### config.mk
export PLATFORM = sky130hd
export DESIGN_NAME = eeprom_access_control
export DESIGN_NICKNAME = d
export VERILOG_FILES = /design/src/verilog/nv_access_pkg.sv /design/src/verilog/nv_array_if.sv /design/src/verilog/nv_array_store.sv /design/src/verilog/eeprom_access_control.sv
export VERILOG_INCLUDE_DIRS = /design/src /design/src/verilog
export SDC_FILE = /design/constraint.sdc
export NUM_CORES = 2
export LEC_CHECK = 0
export ABC_AREA = 0
export BUFFER_PORTS_ARGS = -buffer_cell sky130_fd_sc_hd__buf_2
export CORE_ASPECT_RATIO = 1.5
export CORE_UTILIZATION = 63
export CTS_CLUSTER_DIAMETER = 150
export CTS_CLUSTER_SIZE = 12
export DETAILED_ROUTE_END_ITERATION = 16
export PLACE_DENSITY = 0.83
export SLEW_MARGIN = 20
export SYNTH_ARGS = -nofsm -noshare
export SYNTH_HDL_FRONTEND = slang
export SYNTH_SLANG_ARGS = --single-unit
### constraint.sdc
create_clock -name clk -period 10.6 [get_ports clk]
set_input_delay 2.12 -clock clk [delete_from_list [all_inputs] [get_ports clk]]
set_output_delay 2.12 -clock clk [all_outputs]
set_load 0.1 [all_outputs]
### src/verilog/nv_access_defines.svh
// Offsets, field positions, reset values and timing counts of the data-memory access block
`ifndef NV_ACCESS_DEFINES_SVH
`define NV_ACCESS_DEFINES_SVH

// Word offsets on the register bus
`define NV_CTRL_OFF 8'h00
`define NV_ADDR_OFF 8'h04
`define NV_DATA_OFF 8'h08
`define NV_STAT_OFF 8'h0C

// Control register fields
`define NV_RIE_BIT 3
`define NV_ARM_BIT 2
`define NV_WSTB_BIT 1
`define NV_RSTB_BIT 0

// Status register fields
`define NV_STAT_GIF_BIT 0
`define NV_STAT_SPM_BIT 1
`define NV_STAT_IRQ_BIT 2

// Reset values
`define NV_ADDR_RST 9'h000
`define NV_DATA_RST 8'h00

// Timing, in CPU clock cycles unless stated
`define NV_ARM_CYCLES 3'h4
`define NV_WSTALL_CYCLES 3'h2
`define NV_RSTALL_CYCLES 3'h4
`define NV_PROG_OSC_CYCLES 8448
`define NV_OSC_FREQ_KHZ 1000
`define NV_PROG_TIME_US ((`NV_PROG_OSC_CYCLES * 1000) / `NV_OSC_FREQ_KHZ)

`endif

### src/verilog/nv_access_pkg.sv
// Types shared by the data-memory access block
package nv_access_pkg;
   typedef enum logic [2:0] {SEL_CTRL, SEL_ADDR, SEL_DATA, SEL_STAT, SEL_NONE} reg_sel_t;
   typedef enum logic {PROG_IDLE, PROG_RUN} prog_state_t;
endpackage : nv_access_pkg

### src/verilog/nv_array_if.sv
// Link between the access controller and the array with its programming engine
`timescale 1ns/100ps
interface nv_array_if #(parameter int ADDR_W = 9, parameter int DATA_W = 8);
   logic start;
   logic [ADDR_W-1:0] wr_addr;
   logic [DATA_W-1:0] wr_data;
   logic busy;
   logic [ADDR_W-1:0] rd_addr;
   logic [DATA_W-1:0] rd_data;
   modport ctrl (output start, output wr_addr, output wr_data, output rd_addr,
      input busy, input rd_data);
   modport store (input start, input wr_addr, input wr_data, input rd_addr,
      output busy, output rd_data);
endinterface : nv_array_if

### src/verilog/nv_array_store.sv
// Byte array with its self-timed programming engine
`timescale 1ns/100ps
`include "nv_access_defines.svh"
module nv_array_store import nv_access_pkg::*; #(
   parameter int DEPTH = 512,
   parameter int PROG_TICKS = `NV_PROG_OSC_CYCLES
) (
   input wire logic clk,
   input wire logic por_rstn,
   input wire logic osc_tick,
   nv_array_if.store arr
);
   localparam int CNT_W = $clog2(PROG_TICKS + 1);
   localparam logic [CNT_W-1:0] PROG_LAST = CNT_W'(PROG_TICKS - 1);

   logic [7:0] mem [DEPTH];
   prog_state_t state_r;
   logic [CNT_W-1:0] cnt_r;
   logic [$bits(arr.wr_addr)-1:0] lat_addr_r;
   logic [7:0] lat_data_r;

   wire prog_done = (state_r == PROG_RUN) && osc_tick && (cnt_r == PROG_LAST);

   // Only power-on reset touches the engine, so a system reset lets a write finish
   always_ff @(posedge clk or negedge por_rstn) begin
      if (!por_rstn) begin
         state_r <= PROG_IDLE;
         cnt_r <= '0;
         lat_addr_r <= '0;
         lat_data_r <= '0;
      end else begin
         unique case (state_r)
            PROG_IDLE: begin
               if (arr.start) begin
                  state_r <= PROG_RUN;
                  cnt_r <= '0;
                  lat_addr_r <= arr.wr_addr;
                  lat_data_r <= arr.wr_data;
               end
            end
            PROG_RUN: begin
               if (prog_done) begin
                  state_r <= PROG_IDLE;
               end else if (osc_tick) begin
                  cnt_r <= cnt_r + CNT_W'(1);
               end
            end
         endcase
      end
   end

   // Array content is retained through resets
   always_ff @(posedge clk) begin
      if (prog_done) begin
         mem[lat_addr_r] <= lat_data_r;
      end
   end

   assign arr.busy = (state_r == PROG_RUN);
   assign arr.rd_data = mem[arr.rd_addr];
endmodule : nv_array_store

### src/verilog/eeprom_access_control.sv
// Control of CPU access to the on-chip data byte array over classic Wishbone
`timescale 1ns/100ps
`include "nv_access_defines.svh"
module eeprom_access_control import nv_access_pkg::*; #(
   parameter int DEPTH = 512,
   parameter int ADDR_W = 9,
   parameter int WB_ADR_W = 8,
   parameter int PROG_TICKS = `NV_PROG_OSC_CYCLES
) (
   input wire logic clk,
   input wire logic rstn,
   input wire logic por_rstn,
   input wire logic osc_tick,
   input wire logic global_int_flag,
   input wire logic self_prog_active,
   input wire logic wb_cyc,
   input wire logic wb_stb,
   input wire logic wb_we,
   input wire logic [WB_ADR_W-1:0] wb_adr,
   input wire logic [3:0] wb_sel,
   input wire logic [31:0] wb_dat_w,
   output logic [31:0] wb_dat_r,
   output logic wb_ack,
   output logic ready_irq,
   output logic cpu_stall
);

   // The high address byte is always decoded, so at least nine address bits
   if (DEPTH < 2 || DEPTH > (1 << ADDR_W) || ADDR_W < 9 || ADDR_W > 16) begin : g_bad_depth
      $error("eeprom_access_control: DEPTH must fit in ADDR_W bits, ADDR_W from 9 to 16");
   end
   if (WB_ADR_W < 4 || PROG_TICKS < 1) begin : g_bad_misc
      $error("eeprom_access_control: WB_ADR_W below 4 or PROG_TICKS below 1");
   end
   // Counters are three bits wide and use zero as their idle value
   if (`NV_ARM_CYCLES == 0 || `NV_RSTALL_CYCLES == 0 || `NV_WSTALL_CYCLES == 0) begin : g_bad_tm
      $error("eeprom_access_control: arm window and stall counts must be nonzero");
   end

   localparam int ADDR_HI_W = (ADDR_W > 8) ? ADDR_W - 8 : 1;

   // Register decode, used for both the read mux and the write strobes
   function automatic reg_sel_t decode(input logic [WB_ADR_W-1:0] adr);
      reg_sel_t sel;
      sel = SEL_NONE;
      if (adr == WB_ADR_W'(`NV_CTRL_OFF)) sel = SEL_CTRL;
      else if (adr == WB_ADR_W'(`NV_ADDR_OFF)) sel = SEL_ADDR;
      else if (adr == WB_ADR_W'(`NV_DATA_OFF)) sel = SEL_DATA;
      else if (adr == WB_ADR_W'(`NV_STAT_OFF)) sel = SEL_STAT;
      return sel;
   endfunction : decode

   nv_array_if #(.ADDR_W(ADDR_W), .DATA_W(8)) arr ();

   nv_array_store #(
      .DEPTH(DEPTH),
      .PROG_TICKS(PROG_TICKS)
   ) u_store (
      .clk(clk),
      .por_rstn(por_rstn),
      .osc_tick(osc_tick),
      .arr(arr)
   );

   logic ack_r;
   logic rie_r;
   logic arm_r;
   logic [2:0] arm_cnt_r;
   logic [2:0] arm_cnt_nxt;
   logic arm_nxt;
   logic [ADDR_W-1:0] addr_r;
   logic [ADDR_W-1:0] addr_nxt;
   logic [7:0] data_r;
   logic [7:0] data_nxt;
   logic [2:0] stall_r;
   logic [2:0] stall_nxt;
   logic irq_r;
   logic [31:0] rdat_r;

   // Bus access phase: the write acts at the edge where ack is sampled high.
   // Ack stands one cycle, so each access acts exactly once.
   wire req = wb_cyc && wb_stb;
   wire acc = req && ack_r;
   wire acc_wr = acc && wb_we;
   reg_sel_t sel;
   assign sel = decode(wb_adr);

   // One write enable per byte lane of the data bus
   logic [3:0] lane_we;
   for (genvar g = 0; g < 4; g++) begin : g_lane
      assign lane_we[g] = acc_wr && wb_sel[g];
   end

   // Lanes above the ones decoded are accepted and dropped
   wire wr_ctrl = lane_we[0] && (sel == SEL_CTRL);
   wire wr_addr_lo = lane_we[0] && (sel == SEL_ADDR);
   wire wr_addr_hi = lane_we[1] && (sel == SEL_ADDR);
   wire wr_data = lane_we[0] && (sel == SEL_DATA);

   // Fields of a control write; bits 7..4 are never looked at
   wire val_rie = wb_dat_w[`NV_RIE_BIT];
   wire val_arm = wb_dat_w[`NV_ARM_BIT];
   wire val_wstb = wb_dat_w[`NV_WSTB_BIT];
   wire val_rstb = wb_dat_w[`NV_RSTB_BIT];

   // Address halves as they arrive on the bus
   wire [7:0] addr_lo_val = wb_dat_w[7:0];
   wire [ADDR_HI_W-1:0] addr_hi_val = wb_dat_w[8 +: ADDR_HI_W];

   wire busy = arr.busy;
   wire set_arm = wr_ctrl && val_arm;
   wire set_rie = wr_ctrl && val_rie;

   // Strobe counts only while armed, idle and flash programming is not running
   wire wstb_req = wr_ctrl && val_wstb;
   wire wr_start = wstb_req && arm_r && !busy && !self_prog_active;
   wire rd_go = wr_ctrl && val_rstb && !busy;

   // The window closes on the fourth edge after the arming write
   wire arm_expire = arm_r && !set_arm && (arm_cnt_r == 3'h1);

   // Arm window; a new arm in the cycle of timeout wins over the clear
   always_comb begin
      arm_nxt = arm_r;
      arm_cnt_nxt = arm_cnt_r;
      if (set_arm) begin
         arm_nxt = 1'b1;
         arm_cnt_nxt = `NV_ARM_CYCLES;
      end else if (arm_r) begin
         arm_cnt_nxt = arm_cnt_r - 3'h1;
         if (arm_expire) begin
            arm_nxt = 1'b0;
         end
      end
      if (wr_start) begin
         arm_nxt = 1'b0;
         arm_cnt_nxt = 3'h0;
      end
   end

   // Address is frozen while the array is being programmed
   always_comb begin
      addr_nxt = addr_r;
      if (!busy) begin
         if (wr_addr_lo) begin
            addr_nxt[7:0] = addr_lo_val;
         end
         if (wr_addr_hi && ADDR_W > 8) begin
            addr_nxt[ADDR_W-1:8] = addr_hi_val;
         end
      end
   end

   // A read fetch replaces software data in the same cycle
   always_comb begin
      data_nxt = data_r;
      if (wr_data) begin
         data_nxt = wb_dat_w[7:0];
      end
      if (rd_go) begin
         data_nxt = arr.rd_data;
      end
   end

   // Stall counter still running; ack and the stall output both follow it
   wire stall_active = (stall_r != 3'h0);

   always_comb begin
      stall_nxt = stall_active ? stall_r - 3'h1 : 3'h0;
      if (rd_go) begin
         stall_nxt = `NV_RSTALL_CYCLES;
      end else if (wr_start) begin
         stall_nxt = `NV_WSTALL_CYCLES;
      end
   end

   // Read address follows the register at once; the engine keeps its own copy
   assign arr.start = wr_start;
   assign arr.wr_addr = addr_r;
   assign arr.wr_data = data_r;
   assign arr.rd_addr = addr_r;

   // Read-back values of each register; unlisted bits stay zero
   logic [7:0] ctrl_rd;
   logic [7:0] stat_rd;
   always_comb begin
      ctrl_rd = 8'h00;
      ctrl_rd[`NV_RIE_BIT] = rie_r;
      ctrl_rd[`NV_ARM_BIT] = arm_r;
      ctrl_rd[`NV_WSTB_BIT] = busy;
      ctrl_rd[`NV_RSTB_BIT] = 1'b0;
   end
   always_comb begin
      stat_rd = 8'h00;
      stat_rd[`NV_STAT_GIF_BIT] = global_int_flag;
      stat_rd[`NV_STAT_SPM_BIT] = self_prog_active;
      stat_rd[`NV_STAT_IRQ_BIT] = irq_r;
   end
   wire [15:0] addr_rd = 16'(addr_r);
   wire [31:0] rd_mux = (sel == SEL_CTRL) ? {24'h000000, ctrl_rd} :
                        (sel == SEL_ADDR) ? {16'h0000, addr_rd} :
                        (sel == SEL_DATA) ? {24'h000000, data_r} :
                        (sel == SEL_STAT) ? {24'h000000, stat_rd} : 32'h00000000;

   // Ready request while write_strobe is clear, enabled and globally allowed;
   // masked in the start cycle already so no request overlaps the new write
   wire irq_nxt = rie_r && global_int_flag && !busy && !wr_start;

   // Ack is held back during a stall so the CPU really waits
   always_ff @(posedge clk or negedge rstn) begin
      if (!rstn) begin
         ack_r <= 1'b0;
      end else begin
         ack_r <= req && !ack_r && !stall_active;
      end
   end

   // Sampled every cycle so the word stands ready when ack rises
   always_ff @(posedge clk or negedge rstn) begin
      if (!rstn) begin
         rdat_r <= 32'h00000000;
      end else begin
         rdat_r <= rd_mux;
      end
   end

   always_ff @(posedge clk or negedge rstn) begin
      if (!rstn) begin
         rie_r <= 1'b0;
      end else if (wr_ctrl) begin
         rie_r <= set_rie;
      end
   end

   always_ff @(posedge clk or negedge rstn) begin
      if (!rstn) begin
         arm_r <= 1'b0;
         arm_cnt_r <= 3'h0;
      end else begin
         arm_r <= arm_nxt;
         arm_cnt_r <= arm_cnt_nxt;
      end
   end

   // Defined reset chosen although software must load an address first
   always_ff @(posedge clk or negedge rstn) begin
      if (!rstn) begin
         addr_r <= ADDR_W'(`NV_ADDR_RST);
      end else begin
         addr_r <= addr_nxt;
      end
   end

   always_ff @(posedge clk or negedge rstn) begin
      if (!rstn) begin
         data_r <= `NV_DATA_RST;
      end else begin
         data_r <= data_nxt;
      end
   end

   // A system reset ends a stall early; the array write itself runs on
   always_ff @(posedge clk or negedge rstn) begin
      if (!rstn) begin
         stall_r <= 3'h0;
      end else begin
         stall_r <= stall_nxt;
      end
   end

   always_ff @(posedge clk or negedge rstn) begin
      if (!rstn) begin
         irq_r <= 1'b0;
      end else begin
         irq_r <= irq_nxt;
      end
   end

   // Data is forced to zero outside ack so a stale word never leaks
   assign wb_ack = ack_r;
   assign wb_dat_r = ack_r ? rdat_r : 32'h00000000;
   assign ready_irq = irq_r;
   assign cpu_stall = stall_active;

endmodule : eeprom_access_control

Word level (Yosys, flattened, before mapping):

Memories as Yosys holds them, arrays and structs flattened.
Cells that the tools add are included.

* bits in read-only memories: 0
* bits in registers: 68
* output and inout port bits: 35
* bits in latches: 0
* word-level logic and storage cells: 101
* input bits: 53
* memories: 1
* memory bits (writable): 4096

* multiplexer cells: 30
* equality and inequality tests: 11
* bitwise gates (word level): 1
* div/mod/pow operators: 0
* $mul: 0
* $add $sub $neg: 3
* reduce and logical (&&, ||, !) cells: 41
* magnitude comparators: 0
* shift-type cells: 0

Memory list
* u_store.mem: words 512, bits a word 8, rd ports 1, clocked after memory_dff 0, write ports 1, line nv_array_store.sv:16 `logic [7:0] mem [DEPTH];`

Operators with widths (count)
* two-way mux 14 bit: 3
* two-way mux 3 bit: 11
* case mux 14 bit (2 select lines): 1
* two-way mux 9 bit: 3
* logical AND 1 bit: 26
* two-way mux 8 bit: 3
* equality test 8 x 4 -> 1 bit (second input constant): 2
* adder 14 x 1 -> 14 bit (second input constant): 1
* equality test 14 bit (second input constant): 1
* equality test 8 x 3 -> 1 bit (second input constant): 1
* logical NOT 8 bit: 1
* two-way mux 1 bit: 8
* equality test 3 x 1 -> 1 bit (second input constant): 2
* equality test 3 x 2 -> 1 bit (second input constant): 2
* logical NOT 1 bit: 6
* != test 2 bit (second input constant): 3
* AND reduction 2 bit: 3
* nonzero test 3 bit: 2
* subtractor 3 x 1 -> 3 bit (second input constant): 2
* logical NOT 3 bit: 1
* AND reduction 3 bit: 1
* case mux 1 bit (2 select lines): 1
* nonzero test 2 bit: 1
* NOT 1 bit: 1

Longest topological paths before layout:

* depth after elaboration: 15
* mapped depth: 15
* gate-level depth less buffers: 8

Cells and area by module:

From an unflattened synthesis, not the netlist that was laid out.

* cells, all modules: 8440
* area total of the unflattened synthesis: 165155.9 µm²

Modules (own cells, without submodules)
* nv_array_store: instances 1, area an instance 163106.4 µm², seq. area each 123798.7 µm², cells an instance 8249
* eeprom_access_control: instances 1, area an instance 2049.5 µm², seq. area each 900.9 µm², cells an instance 191

Worst setup path before layout:

No wires, ideal clock.

* path kind: register -> register
* from: register u_store.lat_data_r[0]
* to: memory u_store.mem[0][0] (data pin)
* clock period less this slack: 7.464 ns
* cell stages (with the launch flop): 1
* arrival time: 6.061 ns
* slack: 3.136 ns
* cells stage by stage: dfrtp_1

RTL lines
* start, declared: line nv_array_store.sv:20 `logic [7:0] lat_data_r;`
* start signal, assigned: line nv_array_store.sv:38 `lat_data_r <= arr.wr_data;`
* end, declared: line nv_array_store.sv:16

No word-level cell before the write port.

Worst setup path after layout:

* from: register addr_r[0]
* to: register data_r[7] (netlist: arr.wr_data[7])

* cells in the longest elaborated chain, start to end: 2

RTL lines
* start, declared: line eeprom_access_control.sv:71 `logic [ADDR_W-1:0] addr_r;`
* start signal, assigned: line eeprom_access_control.sv:248 `` addr_r <= ADDR_W'(`NV_ADDR_RST); ``
* start signal, assigned: line eeprom_access_control.sv:250 `addr_r <= addr_nxt;`
* memory (512 x 8 bit)
* two-way mux 8 bit: line eeprom_access_control.sv:160 `if (rd_go) begin`
* end signal, assigned: line eeprom_access_control.sv:256 `` data_r <= `NV_DATA_RST; ``
* end signal, assigned: line eeprom_access_control.sv:258 `data_r <= data_nxt;`
* end, declared: line eeprom_access_control.sv:73 `logic [7:0] data_r;`

Every way passes these cells.
A chain may end at the register's enable or synchronous reset.

==> out/metrics.yaml <==
synth_area_leader_cell: "edfxtp_1"
rsz0062_at_grt: "false"
cpMaxStageDelayCell: "dfrtp_4"
synth_most_common_cell: "edfxtp_1"
hold_ws_ps: 505
final_cells: 11900
cts_buffer_depth: 4
core_area_um2: 259000
yosysWarnings: 0
cts_setup_buffers: 0
min_period_over_period: 0.565
crit_top_cell: "buf_4"
startpoint: "addr_r[0]"
start_kind: "register"
grt_pass1_vias: 88700
max-vdd-ir-drop_uv: 134
dieHeight_um: 627
cp_max_fo: 54
finalMaxSlewViolations: 0
cp_num_buf_inv: 2
synthTopCellsByCount: "4,096 x edfxtp_1, 743 x mux2i_1, 697 x nor2_1"
first_iter_violations: 14800
cts_buffers: 388
initial_core_util: 0.634
synth_edf_count: 4096
ys_types: 87
filler_cell_count: 14400
avgSynthCellArea_um2: 19.7
ant_nets: 0
min_period_ps: 5990
worst-setup-path-type: "reg -> reg"
r2r-start: "addr_r[0]"
ys_ff_latch: 4164
ys_async_sr_fraction: 0.0163
drc: 0
seq_area_frac_synth: 0.759
cpPeakStageDelay_ps: 1160
clkLatencyLatePin_ps: 910
finalSetupTns_ps: 0
post_cts_resized: 0
worstHoldStart: "stall_r[0]"
fin_skew_ps: 53.5
hold_buffers: 0
grtUsageTotal: 0.331
cts_root_buf: "clkbuf_16"
post_dp_cell_area_um2: 167000
antenna_found_initial: 20
p_per_area_nw_per_um2: 170
fin_nets: 8451
netlist_area_um2: 164000
fp-row-count: 229
viasPerCell: 7.44
io_pins: 88
dp_hpwl_um: 239000
cts_sinks: 4164
arrival_ps: 6760
cts_tree: "yes"
grt-ovfl-total: 0
critical-path-top-delay-family: "compound AO/OA/AOI/OAI gates"
drive_above_1_share: 0.162
tightest_slew_ps: 1270
design_area_um2: 177000
critPathCaptureType: "register"
p_leak_uw: 0.0625
routed_wl_um: 437000
finalHoldViolations: 0
worstPathCellList: "buf_4 -> buf_4 -> mux2i_1 -> o221ai_1 -> a31oi_1 -> a211oi_1 -> o2111ai_1 -> a21oi_1"
setup_violations: 0
first_pass_iters: 7
clk_pin_slew_ps: 70
via_count: 88700
numPortBuffers: 39
routabilityCongestion: 0.892
synth.top_cell.area_share: 0.749
syn_inst: 8351
post_drt_wl_per_cell_um: 36.6
clock.fmax_ghz: 0.167
ctsHtreeMaxLevel: 5
synth_area_leaders: "edfxtp_1 75%, mux4_2 9.2%, mux2i_1 4.5%, nor2_1 1.6%, o221ai_1 1.1%"
dieArea_um2: 263000
area_growth_pct: 7.70
min_path_type: "reg -> reg"
grt_max_degree: 238
drv_cap: 0
dp_cells: 11500
synth-main-ff-cell: "edfxtp_1"
status: "completed"
relSlewSlack: 0.142
grt_pass1_wl_um: 620000
required_ps: 11370
die_w_um: 419
-- report_power, final --
group          switching, uW  internal, uW
registers               10.8         17800
clock network           5680          6570
logic                   61.0          15.2
total                   5760         24400
-- stage by stage --
stage,power (uW),worst slack (ps),util
2_1_floorplan,18200,3140,-
3_3_place_gp,18200,4990,0.642
3_5_place_dp,18200,4880,0.642
4_1_cts,30100,4870,0.682
5_1_grt,30600,4640,0.682
6_report,30200,4610,0.682
-- placed cells by master, fill, tap and decap left out, types with 9 or more instances in the layout --
cell,count
nor3_1,32
nor2_1,696
buf_4,111
and2_1,61
nand3_1,88
clkbuf_16,393
nor2b_1,15
o211ai_1,12
mux4_1,26
dfrtp_1,54
nand4_1,11
inv_1,14
o211a_1,35
a22oi_1,18
a311oi_1,9
and3_1,9
o21a_1,16
dfrtp_4,13
o221ai_1,204
nand2_1,148
a32oi_1,20
a31oi_1,84
conb_1,23
buf_12,26
o21ai_0,74
nor4_1,13
mux4_2,668
edfxtp_1,4096
diode_2,18
mux2i_1,743
buf_2,39
clkbuf_1,35
mux2_2,42
a21oi_1,152
nand2_4,10
o22ai_1,272
a211oi_1,10
-- cells by family (layout without fill, tap and decap cells) --
group                    Yosys count  after routing  share of synthesized area
flip-flops                      4164           4164                      0.759
multiplexers                    1479           1479                      0.144
AND/OR/NAND/NOR                 1137           1137                     0.0298
AO/OA/AOI/OAI                    985            985                     0.0418
buffers and inverters            570            644                     0.0247
XOR/XNOR                          12             12                   0.000640
adder cells (fa/ha/maj)            3              3                   0.000228
other                              1             41                  0.0000228
-- worst reg2reg max path, cell delays in order (launching register included) --
cell and delay, ps:
dfrtp_4 1160, buf_4 820, buf_4 870, mux2i_1 320, o221ai_1 500, a31oi_1 240, a211oi_1 970, o2111ai_1 670
a21oi_1 340
-- final timing paths --
check	to	slack, ps	depth (start not counted)
setup / recovery	arr.wr_data[7]	4610	8
hold reg to reg	stall_r[0]	500	1
max in group asynchronous	addr_r[2]	8540	1
min in group asynchronous	u_store.cnt_r[2]	1360	1
hold / removal	stall_r[0]	500	1
setup reg to reg	arr.wr_data[7]	4610	8
-- sequential cells by signal, indices dropped and copies added, names as in the netlist --
| name | count |
|---|---|
| stall_r | 3 |
| u_store.cnt_r | 14 |
| wb_ack | 1 |
| u_store.arr.busy | 1 |
| ready_irq | 1 |
| u_store.lat_data_r | 8 |
| arm_r | 1 |
| rie_r | 1 |
| rdat_r | 9 |
| addr_r | 9 |
| u_store.mem | 4096 |
| u_store.lat_addr_r | 9 |
| arm_cnt_r | 3 |
| arr.wr_data | 8 |
-- final cells by class --
class                   instances  area (um2)  share of cell area
clock buffers                 428        9970              0.0563
diodes                         18        45.0            0.000255
inverters                      17        78.8            0.000445
flip-flops and latches       4164      125000               0.705
repair buffers                185        1750             0.00988
multi-input cells            3639       35800               0.203
well taps                    3465        4340              0.0245
clock inverters                14         179             0.00101
-- metal layers --
| layer | track usage | share of wire | vias up |
|---|---|---|---|
| li1 | - | - | 34100 |
| met1 | 0.399 | 0.31 | 44500 |
| met2 | 0.529 | 0.48 | 8308 |
| met3 | 0.0796 | 0.13 | 1815 |
| met4 | 0.233 | 0.082 | 18 |
| met5 | 0 | 0.00028 | - |
No activity file was read; power rests on OpenSTA's default activity.
